File: src/common/mmos_pkg.sv
// Constants for the mode-control and output-function register block.
// Assumes a 20 MHz core clock and a PMBus front end that decodes commands.
package mmos_pkg;
   // ==========================================================
   // Command codes and pages
   localparam logic [7:0] CMD_DEVICE_MODE_CONTROL = 8'hd1;
   localparam logic [7:0] CMD_OUTPUT_PIN_FUNCTION_CONFIG = 8'hd2;
   localparam int NUM_OUTPUTS = 12;
   localparam int NUM_CHANNELS = 16;
   // ==========================================================
   // Mode register layout
   localparam int MODE_ALERT_BIT = 13;
   localparam int MODE_SOFT_RESET_BIT = 11;
   localparam int MODE_LOCK_BIT = 10;
   localparam int MODE_CONV_TIME_LSB = 6;
   localparam int MODE_AVERAGE_LSB = 4;
   localparam int MODE_CURRENT_DEPTH_LSB = 0;
   localparam logic [15:0] MODE_WRITE_MASK = 16'h2_cff;
   localparam logic [15:0] MODE_RESET = 16'h0_000;
   // ==========================================================
   // Output configuration layout
   localparam int CFG_MASK_LSB = 16;
   localparam int CFG_DRIVE_BIT = 7;
   localparam int CFG_POLARITY_BIT = 6;
   localparam int CFG_SELECT_LSB = 0;
   localparam logic [31:0] CFG_WRITE_MASK = 32'hffff_00c7;
   localparam logic [31:0] CFG_RESET = 32'h0000_0002;
   // ==========================================================
   // Function select codes
   typedef enum logic [2:0] {
      MMOS_FN_SEQUENCER = 3'h0,
      MMOS_FN_FORCE_ON = 3'h1,
      MMOS_FN_FORCE_OFF = 3'h2,
      MMOS_FN_POWER_GOOD_AND = 3'h3,
      MMOS_FN_ALARM_OR = 3'h4
   } mmos_fn_type;
   // ==========================================================
   // Set-clear-set window
   localparam longint CLK_PERIOD_NS = 50;
   localparam longint SEQ_WINDOW_NS = 8_000_000;
   localparam int SEQ_WINDOW_CYCLES = int'(SEQ_WINDOW_NS / CLK_PERIOD_NS);
endpackage

File: src/core/mmos_mode_output.sv
// Mode control register and per-output function logic of the supply manager.
// Assumes the command decoder, sequencer, power-good, alarm and password
// logic all run on core_clk_i; no inputs here cross a clock domain.
`timescale 1ns/1ns

// Functional notes
// - Alert enable bit gates answers to ARA
// - Soft reset needs set-clear-set within window
// - Lock needs set-clear-set within window
// - Valid unlock clears the lock bit
// - Bits 7:6 choose conversion time 1-8us
// - Bits 5:4 choose averaging of 1-8 samples
// - Bits 3:0 give current depth 2^n samples
// - Unused mode bits always read zero
// - Twelve outputs each have own function field
// - Code 000 follows the sequencer enable
// - Codes 001/010 force asserted/deasserted
// - Code 011 ANDs enabled power-good inputs
// - Code 100 ORs enabled channel alarms
// - Bit 6 sets output polarity
// - Bit 7 selects push-pull or open-drain
module mmos_mode_output #(
   parameter int SEQ_WINDOW_CYCLES = mmos_pkg::SEQ_WINDOW_CYCLES
) (
   input wire logic core_clk_i,
   input wire logic rst_b_i,
   input wire logic cmd_wr_i,
   input wire logic cmd_rd_i,
   input wire logic [7:0] cmd_code_i,
   input wire logic [7:0] cmd_page_i,
   input wire logic [31:0] cmd_wdata_i,
   input wire logic ara_request_i,
   input wire logic unlock_valid_i,
   input wire logic [11:0] seq_enable_i,
   input wire logic [15:0] power_good_flag_i,
   input wire logic [15:0] channel_alarm_i,
   output logic [31:0] rd_data_o,
   output logic rd_valid_o,
   output logic ara_ack_o,
   output logic soft_reset_o,
   output logic locked_o,
   output logic [1:0] conv_time_sel_o,
   output logic [3:0] conv_time_us_o,
   output logic [3:0] average_samples_o,
   output logic [15:0] current_average_depth_o,
   output logic [11:0] supply_enable_or_general_output_o,
   output logic [11:0] supply_enable_or_general_output_oe_o
);
   localparam int TW = 18;

   generate
      if (SEQ_WINDOW_CYCLES < 2 || SEQ_WINDOW_CYCLES > (2 ** TW) - 1) begin : g_bad
         $error("SEQ_WINDOW_CYCLES out of range");
      end
   endgenerate

   typedef enum logic [1:0] {
      MMOS_SEQ_IDLE = 2'b00,
      MMOS_SEQ_SET1 = 2'b01,
      MMOS_SEQ_CLEAR = 2'b10
   } mmos_seq_type;

   // ==========================================================
   // Register file
   logic [15:0] mode, next_mode;
   logic [31:0] cfg [12];
   logic [31:0] next_cfg [12];
   logic [31:0] next_rd_data;
   logic next_rd_valid, next_ara_ack, next_locked;
   logic [1:0] seq_fire;
   logic mode_wr;

   assign mode_wr = cmd_wr_i && cmd_code_i == mmos_pkg::CMD_DEVICE_MODE_CONTROL;

   always_comb begin
      next_mode = mode;
      if (mode_wr) begin
         next_mode = cmd_wdata_i[15:0] & mmos_pkg::MODE_WRITE_MASK;
      end
      if (unlock_valid_i) begin
         next_mode[mmos_pkg::MODE_LOCK_BIT] = 1'b0;
      end
      next_locked = locked_o;
      if (seq_fire[1]) begin
         next_locked = 1'b1;
      end
      if (unlock_valid_i) begin
         next_locked = 1'b0;
      end
      next_ara_ack = ara_request_i && mode[mmos_pkg::MODE_ALERT_BIT];
      next_rd_valid = cmd_rd_i;
      next_rd_data = 32'h0000_0000;
      if (cmd_rd_i && cmd_code_i == mmos_pkg::CMD_DEVICE_MODE_CONTROL) begin
         next_rd_data = {16'h0000, mode};
      end else if (cmd_rd_i && cmd_code_i == mmos_pkg::CMD_OUTPUT_PIN_FUNCTION_CONFIG
                   && cmd_page_i < 8'(mmos_pkg::NUM_OUTPUTS)) begin
         next_rd_data = cfg[cmd_page_i[3:0]];
      end
   end

   always_ff @(posedge core_clk_i) begin
      if (!rst_b_i) begin
         mode <= mmos_pkg::MODE_RESET;
         locked_o <= 1'b0;
         ara_ack_o <= 1'b0;
         rd_valid_o <= 1'b0;
         rd_data_o <= 32'h0000_0000;
      end else begin
         mode <= next_mode;
         locked_o <= next_locked;
         ara_ack_o <= next_ara_ack;
         rd_valid_o <= next_rd_valid;
         rd_data_o <= next_rd_data;
      end
   end

   // ==========================================================
   // Set-clear-set detectors: index 0 soft reset, index 1 lock
   // A stale partial sequence is dropped so a late third write starts afresh
   mmos_seq_type seq_state [2];
   mmos_seq_type next_seq_state [2];
   logic [TW-1:0] seq_timer [2];
   logic [TW-1:0] next_seq_timer [2];
   logic [1:0] next_seq_fire;

   genvar s;
   generate
      for (s = 0; s < 2; s++) begin : g_seq
         localparam int BIT = (s == 0) ? mmos_pkg::MODE_SOFT_RESET_BIT
                                       : mmos_pkg::MODE_LOCK_BIT;
         logic wbit;
         logic expired;
         assign wbit = cmd_wdata_i[BIT];
         assign expired = seq_timer[s] >= TW'(SEQ_WINDOW_CYCLES - 1);

         always_comb begin
            next_seq_state[s] = seq_state[s];
            next_seq_timer[s] = seq_timer[s];
            next_seq_fire[s] = 1'b0;
            case (seq_state[s])
               MMOS_SEQ_IDLE: begin
                  if (mode_wr && wbit) begin
                     next_seq_state[s] = MMOS_SEQ_SET1;
                     next_seq_timer[s] = '0;
                  end
               end
               MMOS_SEQ_SET1, MMOS_SEQ_CLEAR: begin
                  next_seq_timer[s] = seq_timer[s] + TW'(1);
                  if (expired) begin
                     next_seq_state[s] = MMOS_SEQ_IDLE;
                  end else if (mode_wr && !wbit) begin
                     next_seq_state[s] = MMOS_SEQ_CLEAR;
                  end else if (mode_wr && wbit && seq_state[s] == MMOS_SEQ_CLEAR) begin
                     next_seq_state[s] = MMOS_SEQ_IDLE;
                     next_seq_fire[s] = 1'b1;
                  end
               end
               default: begin
                  next_seq_state[s] = MMOS_SEQ_IDLE;
               end
            endcase
         end

         always_ff @(posedge core_clk_i) begin
            if (!rst_b_i) begin
               seq_state[s] <= MMOS_SEQ_IDLE;
               seq_timer[s] <= '0;
            end else begin
               seq_state[s] <= next_seq_state[s];
               seq_timer[s] <= next_seq_timer[s];
            end
         end
      end
   endgenerate

   assign seq_fire = next_seq_fire;

   logic next_soft_reset;
   logic [3:0] next_conv_us, next_avg;
   logic [15:0] next_depth;

   always_comb begin
      next_soft_reset = seq_fire[0];
      next_conv_us = 4'(4'h1 << next_mode[mmos_pkg::MODE_CONV_TIME_LSB +: 2]);
      next_avg = 4'(4'h1 << next_mode[mmos_pkg::MODE_AVERAGE_LSB +: 2]);
      next_depth = 16'(17'h0_0001 << next_mode[mmos_pkg::MODE_CURRENT_DEPTH_LSB +: 4]);
   end

   always_ff @(posedge core_clk_i) begin
      if (!rst_b_i) begin
         soft_reset_o <= 1'b0;
         conv_time_sel_o <= 2'h0;
         conv_time_us_o <= 4'h1;
         average_samples_o <= 4'h1;
         current_average_depth_o <= 16'h0001;
      end else begin
         soft_reset_o <= next_soft_reset;
         conv_time_sel_o <= next_mode[mmos_pkg::MODE_CONV_TIME_LSB +: 2];
         conv_time_us_o <= next_conv_us;
         average_samples_o <= next_avg;
         current_average_depth_o <= next_depth;
      end
   end

   // ==========================================================
   // Per-output function logic
   // Reset value forces every pin deasserted until software picks a role
   genvar n;
   generate
      for (n = 0; n < mmos_pkg::NUM_OUTPUTS; n++) begin : g_pin
         logic [2:0] sel;
         logic [15:0] chan_mask;
         logic active, level, next_out, next_oe;
         assign sel = cfg[n][mmos_pkg::CFG_SELECT_LSB +: 3];
         assign chan_mask = cfg[n][mmos_pkg::CFG_MASK_LSB +: 16];

         always_comb begin
            next_cfg[n] = cfg[n];
            if (cmd_wr_i && cmd_code_i == mmos_pkg::CMD_OUTPUT_PIN_FUNCTION_CONFIG
                && cmd_page_i == 8'(n)) begin
               next_cfg[n] = cmd_wdata_i & mmos_pkg::CFG_WRITE_MASK;
            end
            case (sel)
               mmos_pkg::MMOS_FN_SEQUENCER: active = seq_enable_i[n];
               mmos_pkg::MMOS_FN_FORCE_ON: active = 1'b1;
               mmos_pkg::MMOS_FN_FORCE_OFF: active = 1'b0;
               mmos_pkg::MMOS_FN_POWER_GOOD_AND:
                  active = &(power_good_flag_i | ~chan_mask);
               mmos_pkg::MMOS_FN_ALARM_OR: active = |(channel_alarm_i & chan_mask);
               default: active = 1'b0;
            endcase
            // Polarity high means asserted drives a one
            level = cfg[n][mmos_pkg::CFG_POLARITY_BIT] ? active : !active;
            // Open drain only ever pulls low; the board supplies the high level
            next_out = cfg[n][mmos_pkg::CFG_DRIVE_BIT] ? 1'b0 : level;
            next_oe = cfg[n][mmos_pkg::CFG_DRIVE_BIT] ? !level : 1'b1;
         end

         always_ff @(posedge core_clk_i) begin
            if (!rst_b_i) begin
               cfg[n] <= mmos_pkg::CFG_RESET;
               supply_enable_or_general_output_o[n] <= 1'b1;
               supply_enable_or_general_output_oe_o[n] <= 1'b1;
            end else begin
               cfg[n] <= next_cfg[n];
               supply_enable_or_general_output_o[n] <= next_out;
               supply_enable_or_general_output_oe_o[n] <= next_oe;
            end
         end
      end
   endgenerate

   // ==========================================================
   // Checks
   AST_ARA_ANSWER: assert property (@(posedge core_clk_i) disable iff (!rst_b_i)
      ara_request_i |=> (ara_ack_o == $past(mode[mmos_pkg::MODE_ALERT_BIT])))
      else $error("alert response does not follow enable bit");
   AST_SOFT_RESET_CAUSE: assert property (@(posedge core_clk_i) disable iff (!rst_b_i)
      soft_reset_o |-> $past(mode_wr) && $past(cmd_wdata_i[mmos_pkg::MODE_SOFT_RESET_BIT])
      && $past(seq_state[0]) == MMOS_SEQ_CLEAR)
      else $error("soft reset without completed sequence");
   AST_LOCK_SET: assert property (@(posedge core_clk_i) disable iff (!rst_b_i)
      $rose(locked_o) |-> $past(seq_state[1]) == MMOS_SEQ_CLEAR && $past(mode_wr))
      else $error("lock set without completed sequence");
   AST_UNLOCK_CLEARS: assert property (@(posedge core_clk_i) disable iff (!rst_b_i)
      unlock_valid_i |=> !locked_o && !mode[mmos_pkg::MODE_LOCK_BIT])
      else $error("unlock did not clear lock");
   AST_CONV_TIME: assert property (@(posedge core_clk_i) disable iff (!rst_b_i)
      conv_time_us_o == 4'(4'h1 << conv_time_sel_o))
      else $error("conversion time does not match select");
   AST_DEPTH: assert property (@(posedge core_clk_i) disable iff (!rst_b_i)
      ##1 current_average_depth_o == 16'(17'h0_0001 << $past(next_mode[3:0])))
      else $error("current average depth wrong");
   AST_RESERVED_ZERO: assert property (@(posedge core_clk_i) disable iff (!rst_b_i)
      rd_valid_o && $past(cmd_code_i) == mmos_pkg::CMD_DEVICE_MODE_CONTROL
      |-> (rd_data_o & 32'hffff_d300) == 32'h0000_0000)
      else $error("reserved mode bits read nonzero");
   AST_WINDOW_DROP: assert property (@(posedge core_clk_i) disable iff (!rst_b_i)
      seq_state[0] != MMOS_SEQ_IDLE && seq_timer[0] >= TW'(SEQ_WINDOW_CYCLES - 1)
      |=> seq_state[0] == MMOS_SEQ_IDLE && !soft_reset_o)
      else $error("stale sequence not discarded");
   AST_FORCE_ON: assert property (@(posedge core_clk_i) disable iff (!rst_b_i)
      cfg[0][2:0] == 3'h1 && cfg[0][7:6] == 2'h1 |=> supply_enable_or_general_output_o[0])
      else $error("forced output not asserted");
   AST_RESERVED_CODE: assert property (@(posedge core_clk_i) disable iff (!rst_b_i)
      cfg[0][2:0] >= 3'h5 && cfg[0][7:6] == 2'h1 |=> !supply_enable_or_general_output_o[0])
      else $error("reserved code drove output active");
   COV_SOFT_RESET: cover property (@(posedge core_clk_i) disable iff (!rst_b_i) soft_reset_o);
   COV_LOCK_UNLOCK: cover property (@(posedge core_clk_i) disable iff (!rst_b_i)
      locked_o ##[1:50] !locked_o);
   COV_ARA: cover property (@(posedge core_clk_i) disable iff (!rst_b_i) ara_ack_o);
endmodule

File: config.mk
export PLATFORM = sky130hd
export DESIGN_NAME = mmos_mode_output
export DESIGN_NICKNAME = d
export VERILOG_FILES = /design/src/common/mmos_pkg.sv /design/src/core/mmos_mode_output.sv
export SDC_FILE = /design/constraint.sdc
export NUM_CORES = 1
export LEC_CHECK = 0
export ABC_CLOCK_PERIOD_IN_PS = 1700
export BUFFER_PORTS_ARGS = -buffer_cell sky130_fd_sc_hd__buf_2
export CAP_MARGIN = 5
export CORE_MARGIN = 4
export CORE_UTILIZATION = 54
export DETAILED_ROUTE_END_ITERATION = 10
export PLACE_DENSITY = 0.79
export SLEW_MARGIN = 20
export SYNTH_ARGS = -nofsm -noshare
export SYNTH_HDL_FRONTEND = slang
export SYNTH_SLANG_ARGS = --single-unit
File: constraint.sdc
create_clock -name core_clk_i -period 1.7 [get_ports core_clk_i]
set_input_delay 0.17 -clock core_clk_i [delete_from_list [all_inputs] [get_ports core_clk_i]]
set_output_delay 0.17 -clock core_clk_i [all_outputs]
set_load 0.005 [all_outputs]
; Word-level counts from Yosys, hierarchy flattened
; Memory sizes are Yosys's and may differ from the RTL's.
; Cells that the tools add are included.
[totals]
ff_bits = 97
latchBits = 0
mem_bits_rw = 424
romBits = 0
input_bits = 98
out_inout_bits = 86
word_cells = 351
n_memories = 3
[memory_table]
columns = memory, words, word_bits, rd, rd_clocked_by_memory_dff, wr, line_no
row1 = cfg, 12, 32, 13, 0, 12, mmos_mode_output.sv:66  ; logic [31:0] cfg [12];
row2 = seq_timer, 2, 18, 2, 0, 2, mmos_mode_output.sv:122  ; logic [TW-1:0] seq_timer [2];
row3 = seq_state, 2, 2, 2, 0, 2, mmos_mode_output.sv:120  ; mmos_seq_type seq_state [2];
[op_classes]
addsub = 2
multipliers = 0
n_div = 0
magnitude_cmp = 3
n_eq_ne = 53
shift = 3
mux = 88
bitwise = 55
reduce_logical = 106
[ops]
columns = op, n
row1 = $mux 32, 24
row2 = $and 16x16->16, 12
row3 = $not 16->16, 12
row4 = $or 16x16->16, 12
row5 = $reduce_and 16->1, 12
row6 = $reduce_or 16->1, 12
row7 = $mux 18, 4
row8 = $pmux 18 s2, 2
row9 = $pmux 1 s4, 12
row10 = $add 18x1->18 const B, 2
row11 = $eq 3x1->1 const B, 12
row12 = $eq 3x2->1 const B, 12
row13 = $eq 3x3->1 const B, 12
row14 = $ge 18x18->1 const B, 2
row15 = $logic_not 3->1, 12
row16 = $eq 8x3->1 const B, 4
row17 = $eq 8x4->1 const B, 4
row18 = $mux 1, 31
row19 = $mux 14, 2
row20 = $logic_not 1->1, 26
row21 = $logic_and 1x1->1, 24
row22 = $reduce_and 2->1, 12
row23 = $mux 2, 10
row24 = $eq 8x2->1 const B, 2
row25 = 16 further kinds, 41

; Logic depth before layout (Yosys ltp)
[depth]
word_depth = 9
depth_mapped = 8
depth_no_buf = 8

; Worst setup path before layout
; OpenSTA, ideal clock, no wires.
[synth_timing]
path_kind = reg2reg
startpoint = mem cfg[9][28]
endpoint = reg supply_enable_or_general_output_oe_o[9]
setup_ns = 0.141
arrival_time_ns = 1.704
t_required_ns = 1.559
path_slack_ns = -0.144
path_stages_with_launch = 7
path_buffers = 0
synth_period_minus_slack_ns = 1.844
cell_sequence = dfxtp_1 nor2b_1 a2111o_1 a2111o_1 a2111oi_4 o21a_1 o211ai_1
[synth_rtl]
columns = item, line_no
row1 = from (decl), mmos_mode_output.sv:66
row2 = "to (signal, indexed assignment)", mmos_mode_output.sv:247  ; supply_enable_or_general_output_oe_o[n] <= next_oe;
row3 = to (decl), mmos_mode_output.sv:47  ; output logic [11:0] supply_enable_or_general_output_oe_o

==> metrics.cfg <==
[outcome]
outcome = finished, violations left
violations = setup timing

[die]
rows = 68
fp.dieH_um = 195
die_w_um = 195
pin_count = 184
core-area_mm2 = 0.0345
start_util = 0.546
die_area_mm2 = 0.0379

[critical_path]
slowest_delay_ps = 470
worstPathMaxFanout = 4
cp_slowest_cell = a2111o_1
cp-start-kind = register
r2r_slack_ps = -380
path_common_cell = a2111o_1
crit_required_ps = 2150
crit_type = register to register
cp.arrival_ps = 2520
cp-end-kind = register
crit_chain = nor2b_1 -> a2111o_1 -> a2111o_1 -> a2111oi_4 -> o21a_1 -> o211ai_1

[synth]
synth_largest_area_cell = dfxtp_1
synthFlopType = dfxtp_1
synth_most_common_cell = dfxtp_1
synth.avg_cell_area_um2 = 9.55
synth_cell_types = 68
synthTopCellsByCount = dfxtp_1 (382), nor2_1 (269), a31o_2 (155)
synth_top_cell_area_share = 0.407
synth_cells = 1970
synth-seq-cells = 382
ys_warn_count = 0
synth_edf_count = 0
netlist_area_mm2 = 0.0188
ys_seq_area_frac = 0.407
ys_top_cells_by_area = dfxtp_1 (41%), mux4_2 (7.5%), a31o_2 (7.2%)
synth_async_sr_flop_share = 0

[grt]
track_usage = 0.382
antenna_found_initial = 0
grt_max_degree = 71
grt_pass1_vias = 18900
grt_overflow = 0
grt_first_pass_wirelength_um = 113000

[clock_network]
cts_tree = yes
cts_sinks = 382
cts_max_path_buffers = 3
cts_buffers = 42
htreeDepth = 2
path_clk_slew_ps = 70
cts_root_buf = clkbuf_16
clk_latency_ps = 580

[placement]
dpl-instance-area_mm2 = 0.0232
gp_congestion = 1.11
hpwl_um = 55400
port_buffers = 173
dp.cells = 2867

[route]
drt_iter0_drc = 2608
first_pass_iters = 6
drc = 0
route.final.wire_length_um = 77100
via_per_inst = 6.51
num_vias = 19500
wire_per_inst_um = 25.7
detail-route-antenna-nets = 0

[timing]
setup_viol = 29
max_freq_mhz = 481
fin_crit_ps = 2080
holdWs_ps = 30.7
setup_ws_ps = -378
finalCritPeriodShare = 1.22
worstMarginPinSlew_ps = 610
clock_skew_ps = 15.7
tns_ps = -6000
max-slew-margin-rel = 0.592
rsz0062_at_grt = yes
drv_slew = 0
hold_viol_final = 0

[cells_and_area]
nFillCells = 2287
drive_gt1_frac = 0.447
design_area_mm2 = 0.0264
layout.nets = 2620
syn2layout_area_growth_pct = 40.3
n_antenna_cell = 0
layoutNonFillerInstCount = 3000

[run]
cap_violations = 0

[power]
peakVddDrop_mv = 1.06
power_leakage_nw = 10.9
p_per_area_mw_per_mm2 = 756

[hold_path]
hold_path.class = primary input to register

[flip-flops by register name (all words and copies together), names as in the netlist]
name	flops
ara_ack_o	1
average_samples_o	4
cfg	252
conv_time_us_o	4
current_average_depth_o	16
locked_o	1
mode	11
rd_data_o	27
rd_valid_o	1
seq_state	4
seq_timer	36
soft_reset_o	1
supply_enable_or_general_output_o	12
supply_enable_or_general_output_oe_o	12
[where the power goes]
group          switching [W]  internal, W
Clock                0.00392      0.00569
Combinational       0.000878     0.000528
Sequential        0.00000223      0.00894
Total                0.00480       0.0152
[routing by layer]
layer / up-vias / GRT usage / part of all wire
li1: 8415 / - / -
met1: 9427 / 0.499 / 0.38
met2: 1406 / 0.612 / 0.45
met3: 275 / 0.0962 / 0.12
met4: 0 / 0.153 / 0.049
met5: - / 0 / 0
[final timing paths]
check	from	to	cells after the start
worst max-delay path	cfg[9][31]	supply_enable_or_general_output_oe_o[9]	6
worst min-delay path	cmd_wdata_i[26]	cfg[10][26]	3
worst max register to register	cfg[9][31]	supply_enable_or_general_output_oe_o[9]	6
worst min register to register	mode[11]	mode[11]	2
[cell usage in the layout, fill, tap and decap left out, drive strengths merged, types with 22 or more instances in the layout]
| cell | count |
|---|---|
| a31o | 164 |
| a2111oi | 22 |
| inv | 29 |
| mux2i | 120 |
| buf | 610 |
| a21oi | 33 |
| nor2b | 145 |
| a221oi | 48 |
| nor2 | 269 |
| dlygate4sd3 | 28 |
| nand3 | 42 |
| clkbuf | 66 |
| dfxtp | 382 |
| nor3 | 32 |
| nand4 | 33 |
| o21ai | 29 |
| nand2 | 119 |
| mux4 | 63 |
| a22o | 67 |
[cell type report]
type	count	area [µm²]	share of cell area
multi-input combinational	1416	11500	0.435
sequential	382	7760	0.294
timing repair buffer	640	5030	0.191
clock buffer	64	1280	0.0487
tap	455	569	0.0216
clock inverter	12	160	0.00607
inverter	31	119	0.00450
[critical path: cells and delay by family, from the launching register on]
family	cells	cell delay [ps]
AO/OA/AOI/OAI	5	1490
flip-flops	1	330
AND/OR/NAND/NOR	1	120
[metrics by stage]
stage / util / power (W) / setup slack [ps]
after floorplan: - / 0.00968 / -14.9
after global placement: 0.673 / 0.0104 / -683
after detailed placement: 0.673 / 0.0104 / -652
after CTS: 0.748 / 0.0199 / -277
after global routing: 0.766 / 0.0204 / -415
final: 0.766 / 0.0200 / -378
[logic make-up after synthesis]
| group | Yosys count | share of synthesized area |
|---|---|---|
| and+or+nand+nor | 749 | 0.199 |
| muxes | 183 | 0.139 |
| other | 1 | 0.000199 |
| DFF | 382 | 0.407 |
| xor gates and xnor gates | 25 | 0.0116 |
| buffers and inverters | 177 | 0.0421 |
| adders and majority gates | 9 | 0.00599 |
| AOI/OAI and AO/OA | 444 | 0.195 |
[repair_timing]
item | 4_1_cts | 5_1_grt
buffers inserted | 17 | 22
pin swaps | 94 | 86
gates resized for setup | 196 | 121
setup endpoints to repair | 61 | 67
endpoints found under the hold margin | 71 | 0
cloned | 1 | 1
hold buffers | 28 | 0
(Power assumes the default switching activity.)
